===== config.mk =====
export PLATFORM = sky130hd
export DESIGN_NAME = reset_sequencer
export DESIGN_NICKNAME = d
export VERILOG_FILES = /design/src/pkg/rstseq_pkg.sv /design/src/design/pin_filter.sv /design/src/design/reset_sequencer.sv
export SDC_FILE = /design/constraint.sdc
export NUM_CORES = 1
export LEC_CHECK = 0
export BUFFER_PORTS_ARGS = -buffer_cell sky130_fd_sc_hd__buf_4
export CAP_MARGIN = 5
export CELL_PAD_IN_SITES_DETAIL_PLACEMENT = 0
export CELL_PAD_IN_SITES_GLOBAL_PLACEMENT = 2
export CORE_ASPECT_RATIO = 1.25
export CORE_UTILIZATION = 29
export CTS_CLUSTER_DIAMETER = 40
export DETAILED_ROUTE_END_ITERATION = 6
export PLACE_DENSITY_LB_ADDON = 0.3
export SYNTH_ARGS = -nofsm -noshare
export SYNTH_HDL_FRONTEND = slang
export SYNTH_SLANG_ARGS = --single-unit
export TNS_END_PERCENT = 30

===== constraint.sdc =====
create_clock -name I_CORE_CLK -period 2.41 [get_ports I_CORE_CLK]
set_input_delay 0.482 -clock I_CORE_CLK [delete_from_list [all_inputs] [get_ports I_CORE_CLK]]
set_output_delay 0.482 -clock I_CORE_CLK [all_outputs]
set_load 0.05 [all_outputs]

===== src/pkg/rstseq_pkg.sv =====
package rstseq_pkg;

	// ==========================================================
	// Timing
	localparam int unsigned CLK_MHZ            = 200;
	localparam int unsigned BIAS_SETTLE_US     = 10;
	localparam int unsigned MONITOR_SETTLE_US  = 100;
	localparam int unsigned PWRT_4_MS          = 4;
	localparam int unsigned PWRT_16_MS         = 16;
	localparam int unsigned PWRT_64_MS         = 64;
	localparam int unsigned BIAS_SETTLE_CYC    = BIAS_SETTLE_US * CLK_MHZ;
	localparam int unsigned MONITOR_SETTLE_CYC = MONITOR_SETTLE_US * CLK_MHZ;
	localparam int unsigned PWRT_4_CYC         = PWRT_4_MS * 1000 * CLK_MHZ;
	localparam int unsigned PWRT_16_CYC        = PWRT_16_MS * 1000 * CLK_MHZ;
	localparam int unsigned PWRT_64_CYC        = PWRT_64_MS * 1000 * CLK_MHZ;
	localparam int unsigned PIN_FILTER_CYC     = 4;
	localparam int unsigned DELAY_W            = 24;

	// ==========================================================
	// Register map
	localparam logic [7:0] ADDR_CAUSE = 8'h00;
	localparam logic [7:0] ADDR_OSC   = 8'h04;
	localparam logic [7:0] ADDR_STAT  = 8'h08;

	// Cause and OSC register bit positions
	localparam int unsigned BIT_POR    = 0;
	localparam int unsigned BIT_BOR    = 1;
	localparam int unsigned BIT_IDLE   = 2;
	localparam int unsigned BIT_SLEEP  = 3;
	localparam int unsigned BIT_WATCHDOG_TIMEOUT_FLAG   = 4;
	localparam int unsigned BIT_SWR    = 6;
	localparam int unsigned BIT_PIN_RESET_FLAG   = 7;
	localparam int unsigned BIT_IOP    = 14;
	localparam int unsigned BIT_TRAP   = 15;
	localparam int unsigned BIT_LOCK   = 5;
	localparam int unsigned BIT_CF     = 3;
	localparam logic [15:0] CAUSE_POR_VAL = 16'h0003;

	localparam logic [23:0] RESET_VECTOR = 24'h00_0000;

	localparam logic [1:0] RESP_OKAY   = 2'b00;
	localparam logic [1:0] RESP_SLVERR = 2'b10;

	// Clock source groups
	localparam logic [1:0] OSC_FRC = 2'b01;

	// ==========================================================
	// Types
	typedef enum logic [3:0] {
		ST_HOLD  = 4'b0001,
		ST_BIAS  = 4'b0010,
		ST_PWRT  = 4'b0100,
		ST_RUN   = 4'b1000
	} seq_state_t;

	typedef struct packed {
		logic       clock_fail_monitor_en;
		logic [1:0] pwrt_sel;
		logic       crystal;
		logic       pll_used;
		logic [1:0] osc_group;
	} fuse_cfg_t;

	typedef struct packed {
		logic osc_running;
		logic ost_busy;
		logic pll_lock;
	} clk_status_t;

endpackage


===== src/design/pin_filter.sv =====
`timescale 1ns/1ps
module pin_filter (
	input  wire logic i_clk,
	input  wire logic i_rst_n,
	input  wire logic i_pin_n,
	output logic      o_reset_level
);
	typedef struct packed {
		logic       s1;
		logic       s2;
		logic [2:0] cnt;
		logic       lvl;
	} pf_state_t;

	pf_state_t s_q;
	pf_state_t s_d;

	assign o_reset_level = s_q.lvl;

	// ==========================================================
	// Sync then debounce; short pulses never reach the level
	always_comb begin
		s_d    = s_q;
		s_d.s1 = ~i_pin_n;
		s_d.s2 = s_q.s1;
		if (s_q.s2 == s_q.lvl) begin
			s_d.cnt = 3'h0;
		end else if (s_q.cnt == 3'(rstseq_pkg::PIN_FILTER_CYC - 1)) begin
			s_d.cnt = 3'h0;
			s_d.lvl = s_q.s2;
		end else begin
			s_d.cnt = s_q.cnt + 3'h1;
		end
	end

	always_ff @(posedge i_clk or negedge i_rst_n) begin
		if (!i_rst_n) begin
			s_q <= '0;
		end else begin
			s_q <= s_d;
		end
	end
endmodule


===== src/design/reset_sequencer.sv =====
`timescale 1ns/1ps
module reset_sequencer (
	input  wire logic                    I_CORE_CLK,
	input  wire logic                    I_RESET_N,
	input  wire logic                    i_por_event,
	input  wire logic                    i_bor_event,
	input  wire logic                    i_pin_reset_n,
	input  wire logic                    i_sw_reset,
	input  wire logic                    i_wdt_timeout,
	input  wire logic                    i_int_wake,
	input  wire logic                    i_trap_reset,
	input  wire logic                    i_illegal_op,
	input  wire logic                    i_sleeping,
	input  wire logic                    i_idling,
	input  wire logic                    i_first_phase_clock,
	input  wire rstseq_pkg::fuse_cfg_t   i_fuse,
	input  wire rstseq_pkg::clk_status_t i_clk_status,
	input  wire logic [31:0]             S_AXI_AWADDR,
	input  wire logic                    S_AXI_AWVALID,
	output logic                         S_AXI_AWREADY,
	input  wire logic [31:0]             S_AXI_WDATA,
	input  wire logic [3:0]              S_AXI_WSTRB,
	input  wire logic                    S_AXI_WVALID,
	output logic                         S_AXI_WREADY,
	output logic [1:0]                   S_AXI_BRESP,
	output logic                         S_AXI_BVALID,
	input  wire logic                    S_AXI_BREADY,
	input  wire logic [31:0]             S_AXI_ARADDR,
	input  wire logic                    S_AXI_ARVALID,
	output logic                         S_AXI_ARREADY,
	output logic [31:0]                  S_AXI_RDATA,
	output logic [1:0]                   S_AXI_RRESP,
	output logic                         S_AXI_RVALID,
	input  wire logic                    S_AXI_RREADY,
	output logic                         o_internal_system_reset,
	output logic [23:0]                  o_fetch_addr,
	output logic                         o_fetch_load,
	output logic                         o_clock_fail_trap,
	output logic [1:0]                   o_clk_source,
	output logic                         o_clock_gate,
	output logic                         o_wake
);
	typedef struct packed {
		rstseq_pkg::seq_state_t st;
		logic [31:0]            cnt;
		logic [31:0]            pwrt_cyc;
		logic                   boot;
		logic [15:0]            cause;
		logic                   cf;
		logic [1:0]             clk_src;
		logic                   rst;
		logic [23:0]            fetch;
		logic                   fload;
		logic                   trap;
		logic                   gate;
		logic                   wake;
		logic                   q1_s3;
		logic [2:0]             ev_s1;
		logic [2:0]             ev_s2;
		logic                   pin_prev;
		logic                   aw_ok;
		logic [7:0]             aw_a;
		logic                   w_ok;
		logic [31:0]            w_d;
		logic [3:0]             w_s;
		logic                   bvalid;
		logic [1:0]             bresp;
		logic                   rvalid;
		logic [31:0]            rdata;
		logic [1:0]             rresp;
		logic                   aw_rdy;
		logic                   w_rdy;
		logic                   ar_rdy;
	} top_state_t;

	top_state_t s_q;
	top_state_t s_d;
	logic       pin_level;

	// ==========================================================
	// Pin path: sync and noise filter, input only
	pin_filter u_pin_filter (
		.i_clk         (I_CORE_CLK),
		.i_rst_n       (I_RESET_N),
		.i_pin_n       (i_pin_reset_n),
		.o_reset_level (pin_level)
	);

	assign S_AXI_AWREADY           = s_q.aw_rdy;
	assign S_AXI_WREADY            = s_q.w_rdy;
	assign S_AXI_BVALID            = s_q.bvalid;
	assign S_AXI_BRESP             = s_q.bresp;
	assign S_AXI_ARREADY           = s_q.ar_rdy;
	assign S_AXI_RVALID            = s_q.rvalid;
	assign S_AXI_RDATA             = s_q.rdata;
	assign S_AXI_RRESP             = s_q.rresp;
	assign o_internal_system_reset = s_q.rst;
	assign o_fetch_addr            = s_q.fetch;
	assign o_fetch_load            = s_q.fload;
	assign o_clock_fail_trap       = s_q.trap;
	assign o_clk_source            = s_q.clk_src;
	assign o_clock_gate            = s_q.gate;
	assign o_wake                  = s_q.wake;

	function automatic logic [31:0] pwrt_cycles(input logic [1:0] sel, input logic xtal);
		logic [31:0] r;
		r = 32'h0000_0000;
		unique case (sel)
			2'd0: r = xtal ? 32'(rstseq_pkg::MONITOR_SETTLE_CYC) : 32'h0000_0000;
			2'd1: r = 32'(rstseq_pkg::PWRT_4_CYC);
			2'd2: r = 32'(rstseq_pkg::PWRT_16_CYC);
			2'd3: r = 32'(rstseq_pkg::PWRT_64_CYC);
		endcase
		return r;
	endfunction

	// ==========================================================
	// Sequencer, cause flags and bus
	always_comb begin
		logic por_ev;
		logic bor_ev;
		logic sw_ev;
		logic pin_rise;
		logic clk_ok;
		logic start;
		logic aw_go;
		logic w_go;
		logic [31:0] wv;
		por_ev   = 1'b0;
		bor_ev   = 1'b0;
		sw_ev    = 1'b0;
		pin_rise = 1'b0;
		clk_ok   = 1'b0;
		start    = 1'b0;
		aw_go    = 1'b0;
		w_go     = 1'b0;
		wv       = 32'h0000_0000;
		s_d      = s_q;

		s_d.ev_s1 = {i_por_event, i_bor_event, i_first_phase_clock};
		s_d.ev_s2 = s_q.ev_s1;
		s_d.q1_s3 = s_q.ev_s2[0];
		// First cycle out of reset is a power-on, so fuses get sampled
		s_d.boot  = 1'b0;
		por_ev    = s_q.ev_s2[2] | s_q.boot;
		bor_ev    = s_q.ev_s2[1] & ~por_ev;
		sw_ev     = i_sw_reset & (s_q.st == rstseq_pkg::ST_RUN);
		s_d.pin_prev = pin_level;
		pin_rise  = pin_level & ~s_q.pin_prev;
		s_d.fload = 1'b0;
		s_d.trap  = 1'b0;
		s_d.wake  = 1'b0;
		clk_ok    = i_clk_status.osc_running & ~i_clk_status.ost_busy
			& (~i_fuse.pll_used | i_clk_status.pll_lock);

		// Software write first so hardware set wins on same cycle
		aw_go = S_AXI_AWVALID & ~s_q.aw_ok;
		w_go  = S_AXI_WVALID & ~s_q.w_ok;
		if (aw_go) begin
			s_d.aw_ok = 1'b1;
			s_d.aw_a  = S_AXI_AWADDR[7:0];
		end
		if (w_go) begin
			s_d.w_ok = 1'b1;
			s_d.w_d  = S_AXI_WDATA;
			s_d.w_s  = S_AXI_WSTRB;
		end
		if (s_q.aw_ok && s_q.w_ok && !s_q.bvalid) begin
			s_d.aw_ok  = 1'b0;
			s_d.w_ok   = 1'b0;
			s_d.bvalid = 1'b1;
			s_d.bresp  = rstseq_pkg::RESP_OKAY;
			wv = {{8{s_q.w_s[3]}}, {8{s_q.w_s[2]}}, {8{s_q.w_s[1]}}, {8{s_q.w_s[0]}}};
			if (s_q.aw_a == rstseq_pkg::ADDR_CAUSE) begin
				s_d.cause = (s_q.cause & ~wv[15:0]) | (s_q.w_d[15:0] & wv[15:0]);
			end else if (s_q.aw_a != rstseq_pkg::ADDR_OSC && s_q.aw_a != rstseq_pkg::ADDR_STAT) begin
				s_d.bresp = rstseq_pkg::RESP_SLVERR;
			end
		end
		if (s_q.bvalid && S_AXI_BREADY) begin
			s_d.bvalid = 1'b0;
		end
		if (S_AXI_ARVALID && !s_q.rvalid) begin
			s_d.rvalid = 1'b1;
			s_d.rresp  = rstseq_pkg::RESP_OKAY;
			unique case (S_AXI_ARADDR[7:0])
				rstseq_pkg::ADDR_CAUSE: s_d.rdata = {16'h0000, s_q.cause};
				rstseq_pkg::ADDR_OSC: s_d.rdata = {26'h000_0000, i_clk_status.pll_lock,
					1'b0, s_q.cf, 1'b0, s_q.clk_src};
				rstseq_pkg::ADDR_STAT: s_d.rdata = {24'h00_0000, s_q.gate, s_q.rst, 2'b00,
					s_q.st};
				default: begin
					s_d.rdata = 32'h0000_0000;
					s_d.rresp = rstseq_pkg::RESP_SLVERR;
				end
			endcase
		end else if (s_q.rvalid && S_AXI_RREADY) begin
			s_d.rvalid = 1'b0;
		end

		// Cause flag updates per reset kind
		if (por_ev) begin
			s_d.cause = rstseq_pkg::CAUSE_POR_VAL;
			start     = 1'b1;
		end else if (bor_ev) begin
			s_d.cause[rstseq_pkg::BIT_BOR] = 1'b1;
			s_d.cause[rstseq_pkg::BIT_POR] = 1'b0;
			start = 1'b1;
		end else if (pin_rise) begin
			s_d.cause[rstseq_pkg::BIT_PIN_RESET_FLAG] = 1'b1;
			s_d.cause[rstseq_pkg::BIT_WATCHDOG_TIMEOUT_FLAG] = 1'b0;
			if (i_sleeping) begin
				s_d.cause[rstseq_pkg::BIT_SLEEP] = 1'b1;
				s_d.cause[rstseq_pkg::BIT_IDLE]  = 1'b0;
			end else if (i_idling) begin
				s_d.cause[rstseq_pkg::BIT_IDLE]  = 1'b1;
				s_d.cause[rstseq_pkg::BIT_SLEEP] = 1'b0;
			end else begin
				s_d.cause[rstseq_pkg::BIT_SWR]   = 1'b0;
				s_d.cause[rstseq_pkg::BIT_IDLE]  = 1'b0;
				s_d.cause[rstseq_pkg::BIT_SLEEP] = 1'b0;
			end
			start = 1'b1;
		end else if (s_q.st == rstseq_pkg::ST_RUN && i_wdt_timeout && i_sleeping) begin
			s_d.cause[rstseq_pkg::BIT_WATCHDOG_TIMEOUT_FLAG]  = 1'b1;
			s_d.cause[rstseq_pkg::BIT_SLEEP] = 1'b1;
			s_d.wake = 1'b1;
		end else if (s_q.st == rstseq_pkg::ST_RUN && i_wdt_timeout) begin
			// Watchdog counts on its own RC outside this clock
			s_d.cause[rstseq_pkg::BIT_WATCHDOG_TIMEOUT_FLAG]  = 1'b1;
			s_d.cause[rstseq_pkg::BIT_PIN_RESET_FLAG]  = 1'b0;
			s_d.cause[rstseq_pkg::BIT_SWR]   = 1'b0;
			s_d.cause[rstseq_pkg::BIT_IDLE]  = 1'b0;
			s_d.cause[rstseq_pkg::BIT_SLEEP] = 1'b0;
			start = 1'b1;
		end else if (sw_ev) begin
			s_d.cause[rstseq_pkg::BIT_SWR]   = 1'b1;
			s_d.cause[rstseq_pkg::BIT_PIN_RESET_FLAG]  = 1'b0;
			s_d.cause[rstseq_pkg::BIT_WATCHDOG_TIMEOUT_FLAG]  = 1'b0;
			s_d.cause[rstseq_pkg::BIT_IDLE]  = 1'b0;
			s_d.cause[rstseq_pkg::BIT_SLEEP] = 1'b0;
			start = 1'b1;
		end else if (s_q.st == rstseq_pkg::ST_RUN && i_trap_reset) begin
			s_d.cause[rstseq_pkg::BIT_TRAP] = 1'b1;
			start = 1'b1;
		end else if (s_q.st == rstseq_pkg::ST_RUN && i_illegal_op) begin
			s_d.cause[rstseq_pkg::BIT_IOP] = 1'b1;
			start = 1'b1;
		end else if (s_q.st == rstseq_pkg::ST_RUN && i_int_wake && i_sleeping) begin
			s_d.cause[rstseq_pkg::BIT_SLEEP] = 1'b1;
			s_d.wake = 1'b1;
		end

		// Reset sequence
		if (start) begin
			s_d.st       = rstseq_pkg::ST_HOLD;
			s_d.cnt      = 32'h0000_0000;
			s_d.rst      = 1'b1;
			s_d.pwrt_cyc = pwrt_cycles(i_fuse.pwrt_sel, i_fuse.crystal);
			if (por_ev || bor_ev) begin
				s_d.clk_src = i_fuse.osc_group;
				s_d.cf      = 1'b0;
			end
		end else if (pin_level) begin
			s_d.st  = rstseq_pkg::ST_HOLD;
			s_d.cnt = 32'h0000_0000;
			s_d.rst = 1'b1;
		end else begin
			unique case (s_q.st)
				rstseq_pkg::ST_HOLD: begin
					s_d.st = rstseq_pkg::ST_BIAS;
				end
				rstseq_pkg::ST_BIAS: begin
					if (s_q.cnt >= 32'(rstseq_pkg::BIAS_SETTLE_CYC - 1)) begin
						s_d.cnt = 32'h0000_0000;
						s_d.st  = rstseq_pkg::ST_PWRT;
					end else begin
						s_d.cnt = s_q.cnt + 32'h0000_0001;
					end
				end
				rstseq_pkg::ST_PWRT: begin
					if (s_q.cnt >= s_q.pwrt_cyc) begin
						// Release waits for a first-phase rising edge after settle
						if (s_q.q1_s3 == 1'b0 && s_q.ev_s2[0] == 1'b1) begin
							s_d.st    = rstseq_pkg::ST_RUN;
							s_d.rst   = 1'b0;
							s_d.fetch = rstseq_pkg::RESET_VECTOR;
							s_d.fload = 1'b1;
							if (i_fuse.clock_fail_monitor_en && !clk_ok) begin
								s_d.trap    = 1'b1;
								s_d.cf      = 1'b1;
								s_d.clk_src = rstseq_pkg::OSC_FRC;
							end
						end
					end else begin
						s_d.cnt = s_q.cnt + 32'h0000_0001;
					end
				end
				rstseq_pkg::ST_RUN: begin
				end
			endcase
		end

		// Clock gated in reset, and for a crystal until the oscillator is good (and locked when a PLL is used) or clock fail is set
		s_d.gate = ~s_q.rst & (clk_ok | s_q.cf | ~i_fuse.crystal);

		// Ready flops mirror the next busy state, so outputs stay registered
		s_d.aw_rdy = ~s_d.aw_ok;
		s_d.w_rdy  = ~s_d.w_ok;
		s_d.ar_rdy = ~s_d.rvalid;
	end

	always_ff @(posedge I_CORE_CLK or negedge I_RESET_N) begin
		if (!I_RESET_N) begin
			s_q       <= '0;
			s_q.st    <= rstseq_pkg::ST_HOLD;
			s_q.rst   <= 1'b1;
			s_q.cause <= rstseq_pkg::CAUSE_POR_VAL;
			s_q.boot   <= 1'b1;
			s_q.aw_rdy <= 1'b1;
			s_q.w_rdy  <= 1'b1;
			s_q.ar_rdy <= 1'b1;
		end else begin
			s_q <= s_d;
		end
	end
endmodule


==> impl_summary.md <==
Power and ir drop
The power per cell area is 782.8 nW/um^2. The maximum vdd ir drop is 0.5259 mV. In this run the static leakage power is roughly 4 nW. The overall power after layout is 6.913 mW.

Critical path
The cell with the most instances on the worst path is sky130_fd_sc_hd__buf_12. For the worst setup path, the data arrival time is 2880 ps. The number of buffer and inverter stages on the critical path is 2. The worst setup path is captured at a register.

The largest delay contributor family on the critical path is compound AO/OA/AOI/OAI gates. The critical path startpoint category is a register. The cell type of the slowest stage on the worst timing path is sky130_fd_sc_hd__a2111o_1. For the worst setup path, the data required time is 2760 ps. The kind of critical path is register to register. In this design, the stage delay of the slowest critical-path cell is 460 ps. Of all nets on the critical path, the largest fanout is 16. The signal on the critical path passes through nor4_4, nand2_2, a2111o_1, o311a_1, buf_12, buf_12, or3_1, a21oi_2.

Placed design
Summing all placed instances gives a cell area of 7980 sq um. Routability-driven placement finished with a final weighted congestion of 0.7832. Buffers placed on the I/O ports in this run total 91. The worst slack at placement is -282.2 ps. Once placement completed, the tool counted placed cells totaling 1059. The detailed placer's ending HPWL is roughly 12000 um.

Global route
The via count of the first global-routing pass is 5119. The number of antenna violations at the first check in global routing was 0. For this run, the total global-route usage over all layers was measured as 0.1408.

Entering global routing, the biggest net connects 68 pins. For this run the aggregate overflow at the end of global routing stands at 0. The wire length of the first global-routing pass is 26550 um.

Route
The total iterations of the first detailed-routing run is 7. The number of nets with antenna violations after routing is 0. The starting DRC count in detailed routing is roughly 320. The routed length per placed instance is roughly 15 um. Summing over every cut layer, the via total after detailed routing is 5077. For this run, design rule violations remaining after detail routing come to 11. For this block, the routed nets add up to 16340 um of wire. The detail-routed via count per cell is 4.641.

Clocking
The number of hold buffers added after cts is 0. The later-pin clock latency in the skew report is 420 ps. The clock net sink count is between 100 and 150.

The H-tree was split into 4 levels. After clock tree synthesis, the clock-pin slew on the worst setup and hold paths is 60 ps. Counting along the longest clock path gives a buffer depth of 2. Clock tree synthesis inserted a total of 17 buffers. The TritonCTS clock tree is yes.

The clock root buffer is sky130_fd_sc_hd__clkbuf_16.

Logic synthesis
Of the synthesized area, sequential elements account for 0.4926. The Yosys warning count is 0. Counting flops and latches in the post-synthesis netlist gives 133. The average instance in the mapped netlist occupies 10.31 sq um. For this run, the leading register cell type out of synthesis is sky130_fd_sc_hd__dfrtp_1. The post-synth design cell area is 6776 sq um. Counting every instance in the synthesized netlist gives 657.

The share of async-settable or async-resettable flops after synthesis is 1.000. The synthesized netlist contains 54 unique library cells. Counting flops with a built-in enable in the synthesized netlist gives 0.

STA
The slack of the critical path is -126.3 ps. The smallest hold slack is between 70 and 80 ps. The count of final setup violators is 22. The fmax is 0.3943 GHz. The worst pin sits at a relative slew slack of 0.5288. The worst path in the final design needs a cycle of 2536 ps, including I/O delays and setup. The setup TNS is -1251 ps. The slew at the pin closest to its max-slew limit is just over 700 ps. The count of pins over their slew limit came to 0.

The clock arrives with about 8.9 ps of skew. Setup repair after global routing could not meet its margin everywhere. Dividing the final minimum period by the clock period gives 1.052. The number of failing hold endpoints at the final stage is 0.

Floorplanning
Measured along the y axis, the die boundary spans 172.9 um. For this configuration, the core starts out at a cell density of 0.2951. The die is 138.7 um wide.

The number of ports placed on the die boundary is 200. The area enclosed by the die boundary is 23990 sq um. The region available for standard cell placement spans roughly 23000 sq um. After floorplanning, the core was divided into 62 placement rows.

Cells and area
The final cell utilization of the core is 0.3846. Of the cells placed in the final design, the portion with a size suffix greater than 1 is 0.3412. The area growth from synthesis to layout is 30.32%. Once layout is done, the placed cells without fillers occupy roughly 8800 sq um.

For this run, the number of standard cells in the final layout without fillers is 1094. The leading cell type in the layout, fill and taps excluded is sky130_fd_sc_hd__buf_4. 0 antenna diodes ended up in the layout. In the final design database the tool counted about 950 nets.

The library cells used most frequently in the layout, excluding fill and tap cells, are 155 x sky130_fd_sc_hd__buf_4, 124 x sky130_fd_sc_hd__dfrtp_1, 57 x sky130_fd_sc_hd__nor2_1.

Flow run
The max-capacitance violation count is 0.

Worst hold path
The tightest min-delay check is of the input pin to async pin type.

Status
The flow ran to the end, but the final reports show violations. The checks that failed: DRC, setup timing.
-- flip-flops by register name, indices dropped and copies added, names as in the netlist, 2 cells and up --
register and cells:
u_pin_filter.s_q 4, o_clk_source 2, s_q 93, S_AXI_RDATA 16, s_d 4
-- synthesized netlist by cell type (8+ instances only) --
| library cell | number | share of area |
|---|---|---|
| sky130_fd_sc_hd__dfstp_2 | 8 | 0.031 |
| sky130_fd_sc_hd__xnor2_1 | 18 | 0.023 |
| sky130_fd_sc_hd__dfrtp_1 | 125 | 0.46 |
| sky130_fd_sc_hd__nor4_1 | 10 | 0.0092 |
| sky130_fd_sc_hd__inv_1 | 32 | 0.018 |
| sky130_fd_sc_hd__ha_1 | 24 | 0.044 |
| sky130_fd_sc_hd__nor2_1 | 58 | 0.032 |
| sky130_fd_sc_hd__mux2i_1 | 15 | 0.022 |
| sky130_fd_sc_hd__mux2_2 | 28 | 0.047 |
| sky130_fd_sc_hd__nor3_1 | 13 | 0.0096 |
| sky130_fd_sc_hd__nand2_1 | 57 | 0.032 |
| sky130_fd_sc_hd__nand4_1 | 9 | 0.0083 |
| sky130_fd_sc_hd__buf_4 | 62 | 0.069 |
| sky130_fd_sc_hd__o21ai_0 | 30 | 0.022 |
| sky130_fd_sc_hd__a22o_1 | 9 | 0.012 |
| sky130_fd_sc_hd__a21oi_1 | 34 | 0.025 |
| sky130_fd_sc_hd__clkbuf_1 | 18 | 0.010 |
| sky130_fd_sc_hd__nand3_1 | 19 | 0.014 |
| sky130_fd_sc_hd__o31ai_1 | 10 | 0.011 |
-- logic make-up after synthesis --
family | after synthesis | share of synthesized area
flip-flops | 133 | 0.4926
buffers and inverters | 117 | 0.1030
multiplexers | 43 | 0.06868
adder cells (fa/ha/maj) | 24 | 0.04431
other | 1 | 0.0005534
AND/OR/NAND/NOR | 212 | 0.1665
AO/OA/AOI/OAI | 109 | 0.1010
XOR/XNOR | 18 | 0.02326
-- path summary, 6_finish.rpt --
check                                                    from                             to  slack, ps  cells after the start
worst max-delay path                     s_q[204]$_DFFE_PN0P_           s_q[182]$_DFFE_PN0P_       -130                      8
worst min-delay path                                I_RESET_N     S_AXI_RRESP[1]$_DFFE_PN0P_         80                      2
worst max register to register           s_q[204]$_DFFE_PN0P_           s_q[182]$_DFFE_PN0P_       -130                      8
max in group asynchronous                           I_RESET_N             s_q[143]$_DFF_PN1_       1990                      2
min in group I_CORE_CLK                           i_bor_event              s_d[89]$_DFF_PN0_        170                      1
worst min register to register  u_pin_filter.s_d[4]$_DFF_PN0_  u_pin_filter.s_q[4]$_DFF_PN0_        350                      0
-- power by group --
group          switching, mW  leakage (nW)  total, mW  internal, mW
clock network           1.15         0.307       2.75          1.60
registers              0.243          1.71       2.84          2.60
logic                  0.773          2.00       1.32         0.552
-- per-layer routing --
| layer | vias to the layer above | track usage | share of wire |
|---|---|---|---|
| li1 | 2461 | - | - |
| met1 | 2484 | 0.1844 | 0.47 |
| met2 | 115 | 0.2339 | 0.48 |
| met3 | 17 | 0.02326 | 0.034 |
| met4 | 0 | 0.05185 | 0.015 |
| met5 | - | 0 | 0 |
-- repair_timing --
| item | CTS | global route |
|---|---|---|
| gates cloned | 0 | 0 |
| pin swaps | 10 | 17 |
| endpoints found under the setup margin | 29 | 30 |
| hold endpoints to repair | 0 | 0 |
| setup buffers | 1 | 2 |
| gates resized for setup | 18 | 18 |
-- cell type report --
| cell class | instances | area [sq um] |
|---|---|---|
| clock buffers | 17 | 425.4 |
| clock inverters | 15 | 205.2 |
| fillers | 2252 | 14130 |
| inverters | 32 | 122.6 |
| multi-input cells | 449 | 3123 |
| flip-flops and latches | 133 | 3339 |
| well taps | 288 | 360.3 |
| repair buffers | 160 | 1255 |
Note: power is estimated with default switching activity, not from simulation.
